`src/swrb_pkg.sv`:
```
// swrb_pkg: constants, states and register map of the reset and boot-mode block
// assumes one 250 MHz clock and AXI4-Lite register access with 32-bit data
// Contract
// - while the fundamental reset input is low, every internal element is held in its reset state; the pin synchroniser and halt_seen keep sampling.
// - a reset-halt seen during the fundamental reset keeps the device quasi-reset with both management buses alive.
// - in the quasi-reset state the internal registers can be read and written over the management bus.
// - the outside master clears the halt bit in the switch control register and the device then starts running.
// - mode 0x0 is single partition, 0x1 adds eeprom init, 0x2 and 0x3 add eeprom init from jump 0 or jump 1.
// - modes 0x4 to 0x7 are reserved and select no operating mode.
// - mode 0x8 is reduced-latency single partition and 0x9 adds eeprom init to it.
// - modes 0xA to 0xD are multi-partition with unattached ports, 0xB adds bus reset, 0xC eeprom, 0xD both.
// - modes 0xE and 0xF are multi-partition with unassigned ports disabled.
// - frequency select low means a 100 MHz reference, high means 125 MHz.
// - the port clocking mode follows the two-bit clock-mode strap.
// - each of the four port stacks takes its configuration from its own strap.
package swrb_pkg;
  // ---------------------------------------------------------------
  // synchronised pin vector layout
  // ---------------------------------------------------------------
  localparam int PIN_W = 13;
  localparam int PIN_FRST = 12;
  localparam int PIN_HALT = 11;
  localparam int PIN_MODE_LSB = 7;
  localparam int PIN_FSEL = 6;
  localparam int PIN_CLKM_LSB = 4;
  localparam int PIN_STK_LSB = 0;
  // ---------------------------------------------------------------
  // register map
  // ---------------------------------------------------------------
  localparam logic [7:0] OFF_CTRL = 8'h00;
  localparam logic [7:0] OFF_STRAP = 8'h04;
  localparam logic [7:0] OFF_STATUS = 8'h08;
  localparam logic [7:0] OFF_SCRATCH = 8'h0C;
  localparam logic [1:0] IDX_CTRL = 2'h0;
  localparam logic [1:0] IDX_STRAP = 2'h1;
  localparam logic [1:0] IDX_STATUS = 2'h2;
  localparam logic [1:0] IDX_SCRATCH = 2'h3;
  localparam int CTRL_HALT = 0;
  localparam int STRAP_CLKM_LSB = 4;
  localparam int STRAP_FSEL = 6;
  localparam int STRAP_STK_LSB = 8;
  localparam int STAT_QUASI = 2;
  localparam int STAT_RUN = 3;
  localparam int STAT_RSVD = 4;
  localparam logic [31:0] SCRATCH_RESET = 32'h0000_0000;
  localparam logic [1:0] RESP_OKAY = 2'h0;
  localparam logic [1:0] RESP_SLVERR = 2'h2;
  // ---------------------------------------------------------------
  // switch modes and reference clock
  // ---------------------------------------------------------------
  localparam logic [3:0] MODE_SINGLE = 4'h0;
  localparam logic [3:0] MODE_SINGLE_EE = 4'h1;
  localparam logic [3:0] MODE_JUMP0 = 4'h2;
  localparam logic [3:0] MODE_JUMP1 = 4'h3;
  localparam logic [3:0] MODE_RSVD_LO = 4'h4;
  localparam logic [3:0] MODE_RSVD_HI = 4'h7;
  localparam logic [3:0] MODE_LOWLAT = 4'h8;
  localparam logic [3:0] MODE_LOWLAT_EE = 4'h9;
  localparam logic [3:0] MODE_MULTI = 4'hA;
  localparam logic [3:0] MODE_MULTI_RST = 4'hB;
  localparam logic [3:0] MODE_MULTI_EE = 4'hC;
  localparam logic [3:0] MODE_MULTI_RST_EE = 4'hD;
  localparam logic [3:0] MODE_MULTI_DIS = 4'hE;
  localparam logic [3:0] MODE_MULTI_DIS_B = 4'hF;
  localparam logic [7:0] REFCLK_LO_MHZ = 8'h64;
  localparam logic [7:0] REFCLK_HI_MHZ = 8'h7D;
  typedef enum logic [1:0] {ST_RESET = 2'h0, ST_CAPTURE = 2'h1, ST_HALT = 2'h3, ST_RUN = 2'h2} swrb_state_e;
endpackage

```
`src/swrb_mode_if.sv`:
```
// swrb_mode_if: switch-mode strap and its decoded operating fields
// assumes the top drives mode and the decoder answers combinationally
`timescale 1ns/1ps
interface swrb_mode_if;
  logic [3:0] mode;
  logic single_part;
  logic multi_part;
  logic eeprom_init;
  logic eeprom_jump0;
  logic eeprom_jump1;
  logic reduced_latency;
  logic bus_reset;
  logic ports_disabled;
  logic reserved;
  modport dec (input mode, output single_part, multi_part, eeprom_init, eeprom_jump0, eeprom_jump1,
               reduced_latency, bus_reset, ports_disabled, reserved);
  modport host (output mode, input single_part, multi_part, eeprom_init, eeprom_jump0, eeprom_jump1,
               reduced_latency, bus_reset, ports_disabled, reserved);
endinterface

```
`src/swrb_mode_dec.sv`:
```
// swrb_mode_dec: combinational decode of the four-bit switch-mode strap
// assumes the caller registers the fields at strap capture
`timescale 1ns/1ps
module swrb_mode_dec (
  swrb_mode_if.dec m
);
  always_comb
  begin
    m.single_part = 1'b0;
    m.multi_part = 1'b0;
    m.eeprom_init = 1'b0;
    m.eeprom_jump0 = 1'b0;
    m.eeprom_jump1 = 1'b0;
    m.reduced_latency = 1'b0;
    m.bus_reset = 1'b0;
    m.ports_disabled = 1'b0;
    m.reserved = 1'b0;
    unique case (m.mode) inside
      swrb_pkg::MODE_SINGLE: m.single_part = 1'b1;
      swrb_pkg::MODE_SINGLE_EE:
      begin
        m.single_part = 1'b1;
        m.eeprom_init = 1'b1;
      end
      swrb_pkg::MODE_JUMP0:
      begin
        m.single_part = 1'b1;
        m.eeprom_jump0 = 1'b1;
      end
      swrb_pkg::MODE_JUMP1:
      begin
        m.single_part = 1'b1;
        m.eeprom_jump1 = 1'b1;
      end
      [swrb_pkg::MODE_RSVD_LO:swrb_pkg::MODE_RSVD_HI]: m.reserved = 1'b1;
      swrb_pkg::MODE_LOWLAT, swrb_pkg::MODE_LOWLAT_EE:
      begin
        m.single_part = 1'b1;
        m.reduced_latency = 1'b1;
        m.eeprom_init = m.mode[0];
      end
      swrb_pkg::MODE_MULTI, swrb_pkg::MODE_MULTI_RST, swrb_pkg::MODE_MULTI_EE, swrb_pkg::MODE_MULTI_RST_EE:
      begin
        m.multi_part = 1'b1;
        m.bus_reset = m.mode[0];
        m.eeprom_init = (m.mode == swrb_pkg::MODE_MULTI_EE) || (m.mode == swrb_pkg::MODE_MULTI_RST_EE);
      end
      swrb_pkg::MODE_MULTI_DIS, swrb_pkg::MODE_MULTI_DIS_B:
      begin
        m.multi_part = 1'b1;
        m.ports_disabled = 1'b1;
      end
    endcase
  end
endmodule

```
`src/swrb_top.sv`:
```
// swrb_top: fundamental reset, reset halt and boot strap capture with an AXI4-Lite register port
// assumes strap and reset pins are asynchronous to aclk; aresetn is synchronous to aclk
//
// Our own choices: the register offsets and register access over AXI4-Lite.
`timescale 1ns/1ps
module swrb_top #(
  parameter int ADDR_W = 8
) (
  input wire logic aclk,
  input wire logic aresetn,
  input wire logic fundamental_reset_n,
  input wire logic reset_halt,
  input wire logic [3:0] switch_mode_strap,
  input wire logic global_refclk_freq_select,
  input wire logic [1:0] port_clocking_mode,
  input wire logic stack0_config_strap,
  input wire logic stack1_config_strap,
  input wire logic stack2_config_strap,
  input wire logic stack3_config_strap,
  input wire logic [ADDR_W-1:0] s_axi_awaddr,
  input wire logic [2:0] s_axi_awprot,
  input wire logic s_axi_awvalid,
  output logic s_axi_awready,
  input wire logic [31:0] s_axi_wdata,
  input wire logic [3:0] s_axi_wstrb,
  input wire logic s_axi_wvalid,
  output logic s_axi_wready,
  output logic [1:0] s_axi_bresp,
  output logic s_axi_bvalid,
  input wire logic s_axi_bready,
  input wire logic [ADDR_W-1:0] s_axi_araddr,
  input wire logic [2:0] s_axi_arprot,
  input wire logic s_axi_arvalid,
  output logic s_axi_arready,
  output logic [31:0] s_axi_rdata,
  output logic [1:0] s_axi_rresp,
  output logic s_axi_rvalid,
  input wire logic s_axi_rready,
  output logic quasi_reset,
  output logic normal_operation,
  output logic smbus_active,
  output logic mode_single_partition,
  output logic mode_multi_partition,
  output logic mode_eeprom_init,
  output logic mode_eeprom_jump0,
  output logic mode_eeprom_jump1,
  output logic mode_reduced_latency,
  output logic mode_bus_reset,
  output logic mode_ports_disabled,
  output logic mode_reserved,
  output logic refclk_is_125,
  output logic [7:0] refclk_mhz,
  output logic [1:0] port_clk_mode,
  output logic [3:0] stack_config
);

  // ---------------------------------------------------------------
  // pin synchroniser
  // ---------------------------------------------------------------
  logic [swrb_pkg::PIN_W-1:0] pin_raw;
  logic [swrb_pkg::PIN_W-1:0] pin_meta;
  logic [swrb_pkg::PIN_W-1:0] pin_sync;
  logic frst_n_s;
  logic halt_s;
  logic rst_int;

  assign pin_raw = {fundamental_reset_n, reset_halt, switch_mode_strap, global_refclk_freq_select,
                    port_clocking_mode, stack3_config_strap, stack2_config_strap,
                    stack1_config_strap, stack0_config_strap};

  always_ff @(posedge aclk)
  begin
    if (!aresetn)
    begin
      pin_meta <= '0;
      pin_sync <= '0;
    end
    else
    begin
      pin_meta <= pin_raw;
      pin_sync <= pin_meta;
    end
  end

  assign frst_n_s = pin_sync[swrb_pkg::PIN_FRST];
  assign halt_s = pin_sync[swrb_pkg::PIN_HALT];
  // fundamental reset folds into the local reset
  assign rst_int = !aresetn || !frst_n_s;

  // ---------------------------------------------------------------
  // sequencer
  // ---------------------------------------------------------------
  swrb_pkg::swrb_state_e state;
  swrb_pkg::swrb_state_e next_state;
  logic halt_seen;
  logic ctrl_halt;

  always_comb
  begin
    next_state = state;
    unique case (state)
      swrb_pkg::ST_RESET: next_state = swrb_pkg::ST_CAPTURE;
      swrb_pkg::ST_CAPTURE: next_state = (halt_seen || halt_s) ? swrb_pkg::ST_HALT : swrb_pkg::ST_RUN;
      swrb_pkg::ST_HALT: next_state = ctrl_halt ? swrb_pkg::ST_HALT : swrb_pkg::ST_RUN;
      swrb_pkg::ST_RUN: next_state = swrb_pkg::ST_RUN;
    endcase
    if (rst_int)
      next_state = swrb_pkg::ST_RESET;
  end

  always_ff @(posedge aclk)
  begin
    if (rst_int)
      state <= swrb_pkg::ST_RESET;
    else
      state <= next_state;
  end

  // halt request remembered over the whole reset sequence
  always_ff @(posedge aclk)
  begin
    if (!aresetn)
      halt_seen <= 1'b0;
    else if (rst_int)
      halt_seen <= halt_seen || halt_s;
    else if (state == swrb_pkg::ST_CAPTURE)
      halt_seen <= 1'b0;
  end

  always_ff @(posedge aclk)
  begin
    if (rst_int)
    begin
      quasi_reset <= 1'b0;
      normal_operation <= 1'b0;
      smbus_active <= 1'b0;
    end
    else
    begin
      quasi_reset <= next_state == swrb_pkg::ST_HALT;
      normal_operation <= next_state == swrb_pkg::ST_RUN;
      smbus_active <= next_state == swrb_pkg::ST_HALT || next_state == swrb_pkg::ST_RUN;
    end
  end

  // ---------------------------------------------------------------
  // strap capture
  // ---------------------------------------------------------------
  swrb_mode_if u_mif ();
  logic [3:0] cap_mode;

  assign u_mif.mode = pin_sync[swrb_pkg::PIN_MODE_LSB +: 4];

  swrb_mode_dec u_dec (
    .m(u_mif)
  );

  // straps are assumed still after release, so one sample suffices
  always_ff @(posedge aclk)
  begin
    if (rst_int)
    begin
      cap_mode <= 4'h0;
      port_clk_mode <= 2'h0;
      stack_config <= 4'h0;
      refclk_is_125 <= 1'b0;
      refclk_mhz <= 8'h00;
      mode_single_partition <= 1'b0;
      mode_multi_partition <= 1'b0;
      mode_eeprom_init <= 1'b0;
      mode_eeprom_jump0 <= 1'b0;
      mode_eeprom_jump1 <= 1'b0;
      mode_reduced_latency <= 1'b0;
      mode_bus_reset <= 1'b0;
      mode_ports_disabled <= 1'b0;
      mode_reserved <= 1'b0;
    end
    else if (state == swrb_pkg::ST_CAPTURE)
    begin
      cap_mode <= u_mif.mode;
      port_clk_mode <= pin_sync[swrb_pkg::PIN_CLKM_LSB +: 2];
      stack_config <= pin_sync[swrb_pkg::PIN_STK_LSB +: 4];
      refclk_is_125 <= pin_sync[swrb_pkg::PIN_FSEL];
      refclk_mhz <= pin_sync[swrb_pkg::PIN_FSEL] ? swrb_pkg::REFCLK_HI_MHZ : swrb_pkg::REFCLK_LO_MHZ;
      mode_single_partition <= u_mif.single_part;
      mode_multi_partition <= u_mif.multi_part;
      mode_eeprom_init <= u_mif.eeprom_init;
      mode_eeprom_jump0 <= u_mif.eeprom_jump0;
      mode_eeprom_jump1 <= u_mif.eeprom_jump1;
      mode_reduced_latency <= u_mif.reduced_latency;
      mode_bus_reset <= u_mif.bus_reset;
      mode_ports_disabled <= u_mif.ports_disabled;
      mode_reserved <= u_mif.reserved;
    end
  end

  // ---------------------------------------------------------------
  // AXI4-Lite slave
  // ---------------------------------------------------------------
  logic aw_full;
  logic w_full;
  logic [ADDR_W-1:0] wr_addr;
  logic [31:0] wr_data;
  logic [3:0] wr_strb;
  logic [31:0] scratch;
  logic [31:0] rd_word;
  logic [2:0] wr_sel;
  logic [2:0] rd_sel;
  logic do_write;
  logic aw_take;
  logic w_take;
  logic b_take;
  logic ar_take;
  logic r_take;

  // {hit, index} of an address
  function automatic logic [2:0] reg_index(input logic [ADDR_W-1:0] a);
    logic [7:0] low;
    low = a[7:0] & 8'hFC;
    if ((a >> 8) != '0)
      return 3'h0;
    unique case (low)
      swrb_pkg::OFF_CTRL: return {1'b1, swrb_pkg::IDX_CTRL};
      swrb_pkg::OFF_STRAP: return {1'b1, swrb_pkg::IDX_STRAP};
      swrb_pkg::OFF_STATUS: return {1'b1, swrb_pkg::IDX_STATUS};
      swrb_pkg::OFF_SCRATCH: return {1'b1, swrb_pkg::IDX_SCRATCH};
      default: return 3'h0;
    endcase
  endfunction

  assign aw_take = s_axi_awvalid && s_axi_awready;
  assign w_take = s_axi_wvalid && s_axi_wready;
  assign b_take = s_axi_bvalid && s_axi_bready;
  assign ar_take = s_axi_arvalid && s_axi_arready;
  assign r_take = s_axi_rvalid && s_axi_rready;
  assign do_write = aw_full && w_full && !s_axi_bvalid;
  assign wr_sel = reg_index(wr_addr);
  assign rd_sel = reg_index(s_axi_araddr);

  always_ff @(posedge aclk)
  begin
    if (rst_int)
    begin
      aw_full <= 1'b0;
      s_axi_awready <= 1'b0;
      wr_addr <= '0;
    end
    else if (aw_take)
    begin
      aw_full <= 1'b1;
      s_axi_awready <= 1'b0;
      wr_addr <= s_axi_awaddr;
    end
    else if (b_take)
    begin
      aw_full <= 1'b0;
      s_axi_awready <= 1'b1;
    end
    else
      s_axi_awready <= !aw_full;
  end

  always_ff @(posedge aclk)
  begin
    if (rst_int)
    begin
      w_full <= 1'b0;
      s_axi_wready <= 1'b0;
      wr_data <= 32'h0000_0000;
      wr_strb <= 4'h0;
    end
    else if (w_take)
    begin
      w_full <= 1'b1;
      s_axi_wready <= 1'b0;
      wr_data <= s_axi_wdata;
      wr_strb <= s_axi_wstrb;
    end
    else if (b_take)
    begin
      w_full <= 1'b0;
      s_axi_wready <= 1'b1;
    end
    else
      s_axi_wready <= !w_full;
  end

  always_ff @(posedge aclk)
  begin
    if (rst_int)
    begin
      s_axi_bvalid <= 1'b0;
      s_axi_bresp <= swrb_pkg::RESP_OKAY;
    end
    else if (do_write)
    begin
      s_axi_bvalid <= 1'b1;
      s_axi_bresp <= wr_sel[2] ? swrb_pkg::RESP_OKAY : swrb_pkg::RESP_SLVERR;
    end
    else if (b_take)
      s_axi_bvalid <= 1'b0;
  end

  // halt bit: set on entering quasi-reset, cleared only by writing zero
  always_ff @(posedge aclk)
  begin
    if (rst_int)
      ctrl_halt <= 1'b0;
    else if (state == swrb_pkg::ST_CAPTURE && next_state == swrb_pkg::ST_HALT)
      ctrl_halt <= 1'b1;
    else if (do_write && wr_sel == {1'b1, swrb_pkg::IDX_CTRL} && wr_strb[0] && !wr_data[swrb_pkg::CTRL_HALT])
      ctrl_halt <= 1'b0;
  end

  always_ff @(posedge aclk)
  begin
    if (rst_int)
      scratch <= swrb_pkg::SCRATCH_RESET;
    else if (do_write && wr_sel == {1'b1, swrb_pkg::IDX_SCRATCH})
      for (int b = 0; b < 4; b++)
        if (wr_strb[b])
          scratch[b*8 +: 8] <= wr_data[b*8 +: 8];
  end

  always_comb
  begin
    rd_word = 32'h0000_0000;
    unique case (rd_sel)
      {1'b1, swrb_pkg::IDX_CTRL}: rd_word[swrb_pkg::CTRL_HALT] = ctrl_halt;
      {1'b1, swrb_pkg::IDX_STRAP}:
      begin
        rd_word[3:0] = cap_mode;
        rd_word[swrb_pkg::STRAP_CLKM_LSB +: 2] = port_clk_mode;
        rd_word[swrb_pkg::STRAP_FSEL] = refclk_is_125;
        rd_word[swrb_pkg::STRAP_STK_LSB +: 4] = stack_config;
      end
      {1'b1, swrb_pkg::IDX_STATUS}:
      begin
        rd_word[1:0] = state;
        rd_word[swrb_pkg::STAT_QUASI] = quasi_reset;
        rd_word[swrb_pkg::STAT_RUN] = normal_operation;
        rd_word[swrb_pkg::STAT_RSVD] = mode_reserved;
      end
      {1'b1, swrb_pkg::IDX_SCRATCH}: rd_word = scratch;
      default: rd_word = 32'h0000_0000;
    endcase
  end

  always_ff @(posedge aclk)
  begin
    if (rst_int)
    begin
      s_axi_arready <= 1'b0;
      s_axi_rvalid <= 1'b0;
      s_axi_rdata <= 32'h0000_0000;
      s_axi_rresp <= swrb_pkg::RESP_OKAY;
    end
    else if (ar_take)
    begin
      s_axi_arready <= 1'b0;
      s_axi_rvalid <= 1'b1;
      s_axi_rdata <= rd_word;
      s_axi_rresp <= rd_sel[2] ? swrb_pkg::RESP_OKAY : swrb_pkg::RESP_SLVERR;
    end
    else if (r_take)
    begin
      s_axi_rvalid <= 1'b0;
      s_axi_arready <= 1'b1;
    end
    else
      s_axi_arready <= !s_axi_rvalid;
  end
endmodule

```
`config.mk`:
```
export PLATFORM = sky130hd
export DESIGN_NAME = swrb_top
export DESIGN_NICKNAME = d
export VERILOG_FILES = /design/src/swrb_pkg.sv /design/src/swrb_mode_if.sv /design/src/swrb_mode_dec.sv /design/src/swrb_top.sv
export SDC_FILE = /design/constraint.sdc
export NUM_CORES = 1
export LEC_CHECK = 0
export ABC_AREA = 1
export BUFFER_PORTS_ARGS = -buffer_cell sky130_fd_sc_hd__buf_2
export CORE_MARGIN = 2
export CORE_UTILIZATION = 48
export CTS_BUF_LIST = sky130_fd_sc_hd__clkbuf_16
export CTS_CLUSTER_DIAMETER = 100
export DETAILED_ROUTE_END_ITERATION = 7
export HOLD_SLACK_MARGIN = 0.03
export PLACE_DENSITY = 0.73
export RECOVER_POWER = 25
export SLEW_MARGIN = 0
export SYNTH_ARGS = -nofsm -noshare
export SYNTH_HDL_FRONTEND = slang
export SYNTH_SLANG_ARGS = --single-unit
```
`constraint.sdc`:
```
create_clock -name aclk -period 1.15 [get_ports aclk]
set_input_delay 0.0575 -clock aclk [delete_from_list [all_inputs] [get_ports aclk]]
set_output_delay 0.0575 -clock aclk [all_outputs]
set_load 0.005 [all_outputs]
```
After elaboration in Yosys (flattened, before gate mapping):

Cells that the tools add are included.

* order comparisons: 2
* equal/unequal tests: 28
* reductions and logical operators: 46
* muxes and demuxes: 37

Operator list (count)
* $eq A4 B4 Y1 const B: 8
* $eq A6 B2 Y1 const B: 4
* $mux W1: 24
* $pmux W3 S4: 2
* $mux W20: 1
* $eq A3 B3 Y1 const B: 6
* $logic_not A8 Y1: 2
* $logic_and A1 B1 Y1: 13
* $eq A6 B1 Y1 const B: 2
* $pmux W4 S3: 1
* $reduce_bool A2 Y1: 6
* $reduce_or A6 Y1: 2
* $reduce_or A2 Y1: 5
* $eq A2 B2 Y1 const B: 4
* $eq A4 B2 Y1 const B: 2
* $pmux W2 S4: 1
* $pmux W4 S2: 1
* $reduce_and A2 Y1: 4
* $logic_not A1 Y1: 7
* $mux W2: 3
* $mux W5: 1
* $eq A4 B1 Y1 const B: 1
* $ge A4 B3 Y1 const B: 1
* $le A4 B3 Y1 const B: 1
* other kinds (8): 11

* bits of input ports: 78
* register bits: 180

Depth between registers and ports, before layout:

* depth in word-level cells: 8
* gate-level depth with buffers: 9
* mapped depth without buffers: 9

Hierarchy:

A second synthesis with hierarchy kept.

* cell total of the unflattened synthesis: 799
* area, all modules: 6177.2 um^2

Modules (own cells, without submodules)
* swrb_top: seq. area each 3363.2 um^2, area an instance 6100.9 um^2, instances 1, cells each 781
* swrb_mode_dec: seq. area each 0.0 um^2, area an instance 76.3 um^2, instances 1, cells each 18

Least setup slack after synthesis:

Ideal clock, no wire load.

* path kind: flip-flop to flip-flop
* from: reg wr_addr[4]
* to: reg scratch[10]
* setup slack: -0.067 ns
* cell stages (with the launch flop): 8
* path buffers: 1
* data arrival time: 1.100 ns
* required time: 1.033 ns
* clock period less this slack: 1.217 ns
* cell sequence: dfxtp_1 > nor2_1 > nand2_2 > nor3_4 > nand3_4 > buf_6 > nor3_2 > nor2_1

* word-level cells in the longest chain between the ends: 5
* elaborated cells between the ends (all ways): 8
* those cells by class: eq/ne (4); mux (1); reduce/logical (3)

Ends and longest elaborated chain
* start, declared: RTL line swrb_top.sv:202 `logic [ADDR_W-1:0] wr_addr;`
* start signal, assigned: RTL line swrb_top.sv:252 `wr_addr <= s_axi_awaddr;`
* $eq A6 B2 Y1, or another cell as far along: RTL line swrb_top.sv:222 `unique case (low)`
* $pmux W3 S4 (*): RTL line swrb_top.sv:222
* $eq A3 B3 Y1 (*): RTL line swrb_top.sv:319 `else if (do_write && wr_sel == {1'b1, swrb_pkg::IDX_SCRATCH})`
* $logic_and A1 B1 Y1 (*): RTL line swrb_top.sv:319
* $reduce_and A2 Y1 (no line) (*)
* end signal, assigned: RTL line swrb_top.sv:318 `scratch <= swrb_pkg::SCRATCH_RESET;`
* end signal, assigned by index: RTL line swrb_top.sv:322 `scratch[b*8 +: 8] <= wr_data[b*8 +: 8];`
* end, declared: RTL line swrb_top.sv:205 `logic [31:0] scratch;`

Mark *: on every way between the ends. The rest lies on a longest branch, timed or not.
A chain may end at the register's enable or synchronous reset.

Final worst setup path:

* from: reg wr_addr[4]
* to: reg scratch[14]

Same word-level chain as after synthesis.

==> flow_summary.toml <==
[outcome]
status = "complete, but fails checks"
violations = "setup timing"

[placed_design]
portBuffers = 131
place_ws_ns = -0.1766
placed_cells_incl_taps = 1077
dp_hpwl_um = 9954
gp_congestion = 0.8887

[yosys]
synthesis.area_um2 = 6344
synth-main-ff-cell = "dfxtp_1"
ys_warn_count = 0
synth_cell_types = 30
synth_edf_count = 0
synth.top_cell.area_share_pct = 53.02
postSynth.asyncResetShare_pct = 0
synthCells = 784
yosysSeqAreaShare_pct = 53.02
yosys.area.top_type = "dfxtp_1"
synth_most_common_cell = "dfxtp_1"
ys_seq_elements = 168
synthTopCellsByArea = "dfxtp_1 (53%), nor2_1 (8.8%), nand2_1 (7.2%)"
syn_avg_cell_area_um2 = 8.091
yosys-top-cells-count = "dfxtp_1 (168), nor2_1 (148), nand2_1 (121)"

[final_layout]
layout.nets = 1058
finalNonFillerCells = 1170
nFillCells = 1074
final_core_util_pct = 65.90
multi_input_area_um2 = 2616
area_delta_synth_final_pct = 35.94
layout-drive-gt1-share_pct = 26.49
register_area_um2 = 3368

[drt]
first_iter_violations = 343
drc = 0
vias = 5754
wire_per_inst_um = 13.85
final_antenna_net_count = 0
drt-total-wl_um = 16210
drt_pass1_iterations = 4
vias_per_cell = 4.918

[pwr]
switchingPower_mw = 2.632
p_int_mw = 9.380
p_sw_share_pct = 21.91
pwr-share-seq_pct = 49.1
p_total_mw = 12.01
power.density_nw_per_um2 = 1393
p_comb_share_pct = 4.8
p_leak_nw = 3.641
peakVddDrop_mv = 1.038
clkPwrFrac_pct = 46.2

[worst_setup_path]
worstReg2RegStart = "wr_addr[4]$_SDFFE_PN0P_"
cp.required_ns = 1.46
crit_path_start_kind = "register"
worst-setup-path-type = "register to register"
ff2ff_setup_slack_ns = -0.19
end_kind = "register"
rr_worst_depth = 7
cp_max_fo = 16
reg2reg_to = "scratch[14]$_SDFFE_PN0P_"
cp.arrival_ns = 1.65

[global_routing]
grt_overflow = 0
antenna_found_initial = 1
track_usage_pct = 22.52
grt_max_degree = 54
grt_pass1_vias = 5534
grt_pass1_wl_um = 25740

[worst_hold_path]
hold_path_class = "input pin to register"
min_delay_path_depth = 6
hold_start = "s_axi_araddr[3]"
holdPathEnd = "s_axi_rdata[3]$_SDFFE_PN0P_"

[floorplan]
io_pins = 146
start_util_pct = 48.48
die-area_um2 = 14150
die_x_um = 119.0
core_area_um2 = 13090
num_rows = 42
die_h_um = 119.0

[timing]
setup_viol = 34
fmax_mhz = 745.8
skew_ns = 0.006886
hold_viol = 0
rsz0062_at_grt = "yes"
fin_ws_ns = -0.1909
post-route-period-util_pct = 116.6
maxSlewViolCount = 0
period_minus_slack_ns = 1.341

[cts]
clkLatencyLatePin_ns = 0.42
cts_tree = "yes"
cts_max_level = 4
cts_num_sinks = 168
path_clk_slew_ns = 0.06
cts_root_buf = "clkbuf_16"
clockBufferDepth = 2
cts_made_buffers = 17

[run]
cap_violations = 0
power groups by stage:
stage,sequential [mW],clock [mW],combinational [mW]
CTS,5.89,5.61,0.542
floorplan,6.02,0,0.213
finish,5.89,5.55,0.573
global route,5.89,5.85,0.628
global placement,6.02,0,0.385
detailed placement,6.02,0,0.391
metrics by stage:
stage | instance area (µm²) | hold WS, ns | TNS (ns)
6_report | 8623 | 0.09825 | -5.374
2_1_floorplan | 6357 | 0.1551 | -1.970
3_3_place_gp | 7293 | 0.2400 | -4.187
5_1_grt | 8623 | 0.1164 | -8.807
4_1_cts | 8496 | 0.08172 | -5.157
3_5_place_dp | 7293 | 0.2423 | -4.911
registers in the layout (all words and copies together) (netlist names), 2 cells and up:
| signal | flops |
|---|---|
| scratch | 32 |
| port_clk_mode | 2 |
| s_axi_rdata | 32 |
| state | 2 |
| stack_config | 4 |
| refclk_mhz | 2 |
| wr_data | 32 |
| pin_meta | 13 |
| wr_addr | 6 |
| pin_sync | 13 |
| cap_mode | 4 |
| wr_strb | 4 |
cells by family after synthesis:
group	count (synthesis)	synth area share (%)
other cells	1	0.05911
flops	168	53.02
simple gates	368	27.77
buf+inv	102	7.652
compound gates	145	11.50
per-layer routing:
| metal | part of all wire [%] | global-route usage [%] |
|---|---|---|
| met2 | 49 | 38.47 |
| met1 | 44 | 27.29 |
| met5 | 0 | 0 |
| met3 | 4.5 | 4.885 |
| met4 | 2.7 | 9.747 |
critical path, stage by stage, from the launching register on:
cell	delay (ns)
dfxtp_2	0.32
nor2_2	0.10
nand2_2	0.09
nor3_4	0.18
nand3_4	0.15
buf_12	0.19
nor3_2	0.11
nor2_1	0.07
area by class of cell:
class,instances,area share [%]
Timing Repair Buffer,225,19.07
Multi-Input combinational cell,517,30.34
Sequential cell,168,39.06
Antenna cell,1,0.02902
Clock buffer,17,4.933
Inverter,51,2.263
Clock inverter,15,1.756
Tap cell,176,2.554
worst max-delay path by stage:
stage,startpoint,endpoint,slack (ns),depth (start not counted)
after floorplan,wr_addr[4]$_SDFFE_PN0P_,scratch[10]$_SDFFE_PN0P_,-0.07,7
after global routing,wr_addr[4]$_SDFFE_PN0P_,scratch[12]$_SDFFE_PN0P_,-0.31,7
after global placement,wr_addr[4]$_SDFFE_PN0P_,scratch[17]$_SDFFE_PN0P_,-0.16,7
after CTS,wr_addr[7]$_SDFFE_PN0P_,scratch[14]$_SDFFE_PN0P_,-0.20,7
final,wr_addr[4]$_SDFFE_PN0P_,scratch[14]$_SDFFE_PN0P_,-0.19,7
after detailed placement,wr_addr[7]$_SDFFE_PN0P_,scratch[20]$_SDFFE_PN0P_,-0.18,7
placed cells by master, fill, tap and decap left out, drive strengths merged:
| cell | n |
|---|---|
| clkinvlp | 1 |
| nor4 | 1 |
| clkinv | 11 |
| o21ai | 89 |
| a21oi | 55 |
| nor2 | 157 |
| dfxtp | 168 |
| conb | 4 |
| diode | 1 |
| nand2 | 124 |
| nor3 | 33 |
| clkbuf | 26 |
| dlygate4sd3 | 57 |
| bufinv | 2 |
| inv | 52 |
| o2111ai | 1 |
| buf | 159 |
| nand4 | 4 |
| nand3 | 49 |
what timing repair did:
item / CTS / global route
endpoints found under the hold margin: 62 / 0
cloned: 0 / 2
hold buffers: 57 / 0
resized for setup: 14 / 44
buffers inserted: 1 / 0
setup endpoints to repair: 33 / 94
pin swaps: 10 / 8
Power figures use the tool's default switching activity.
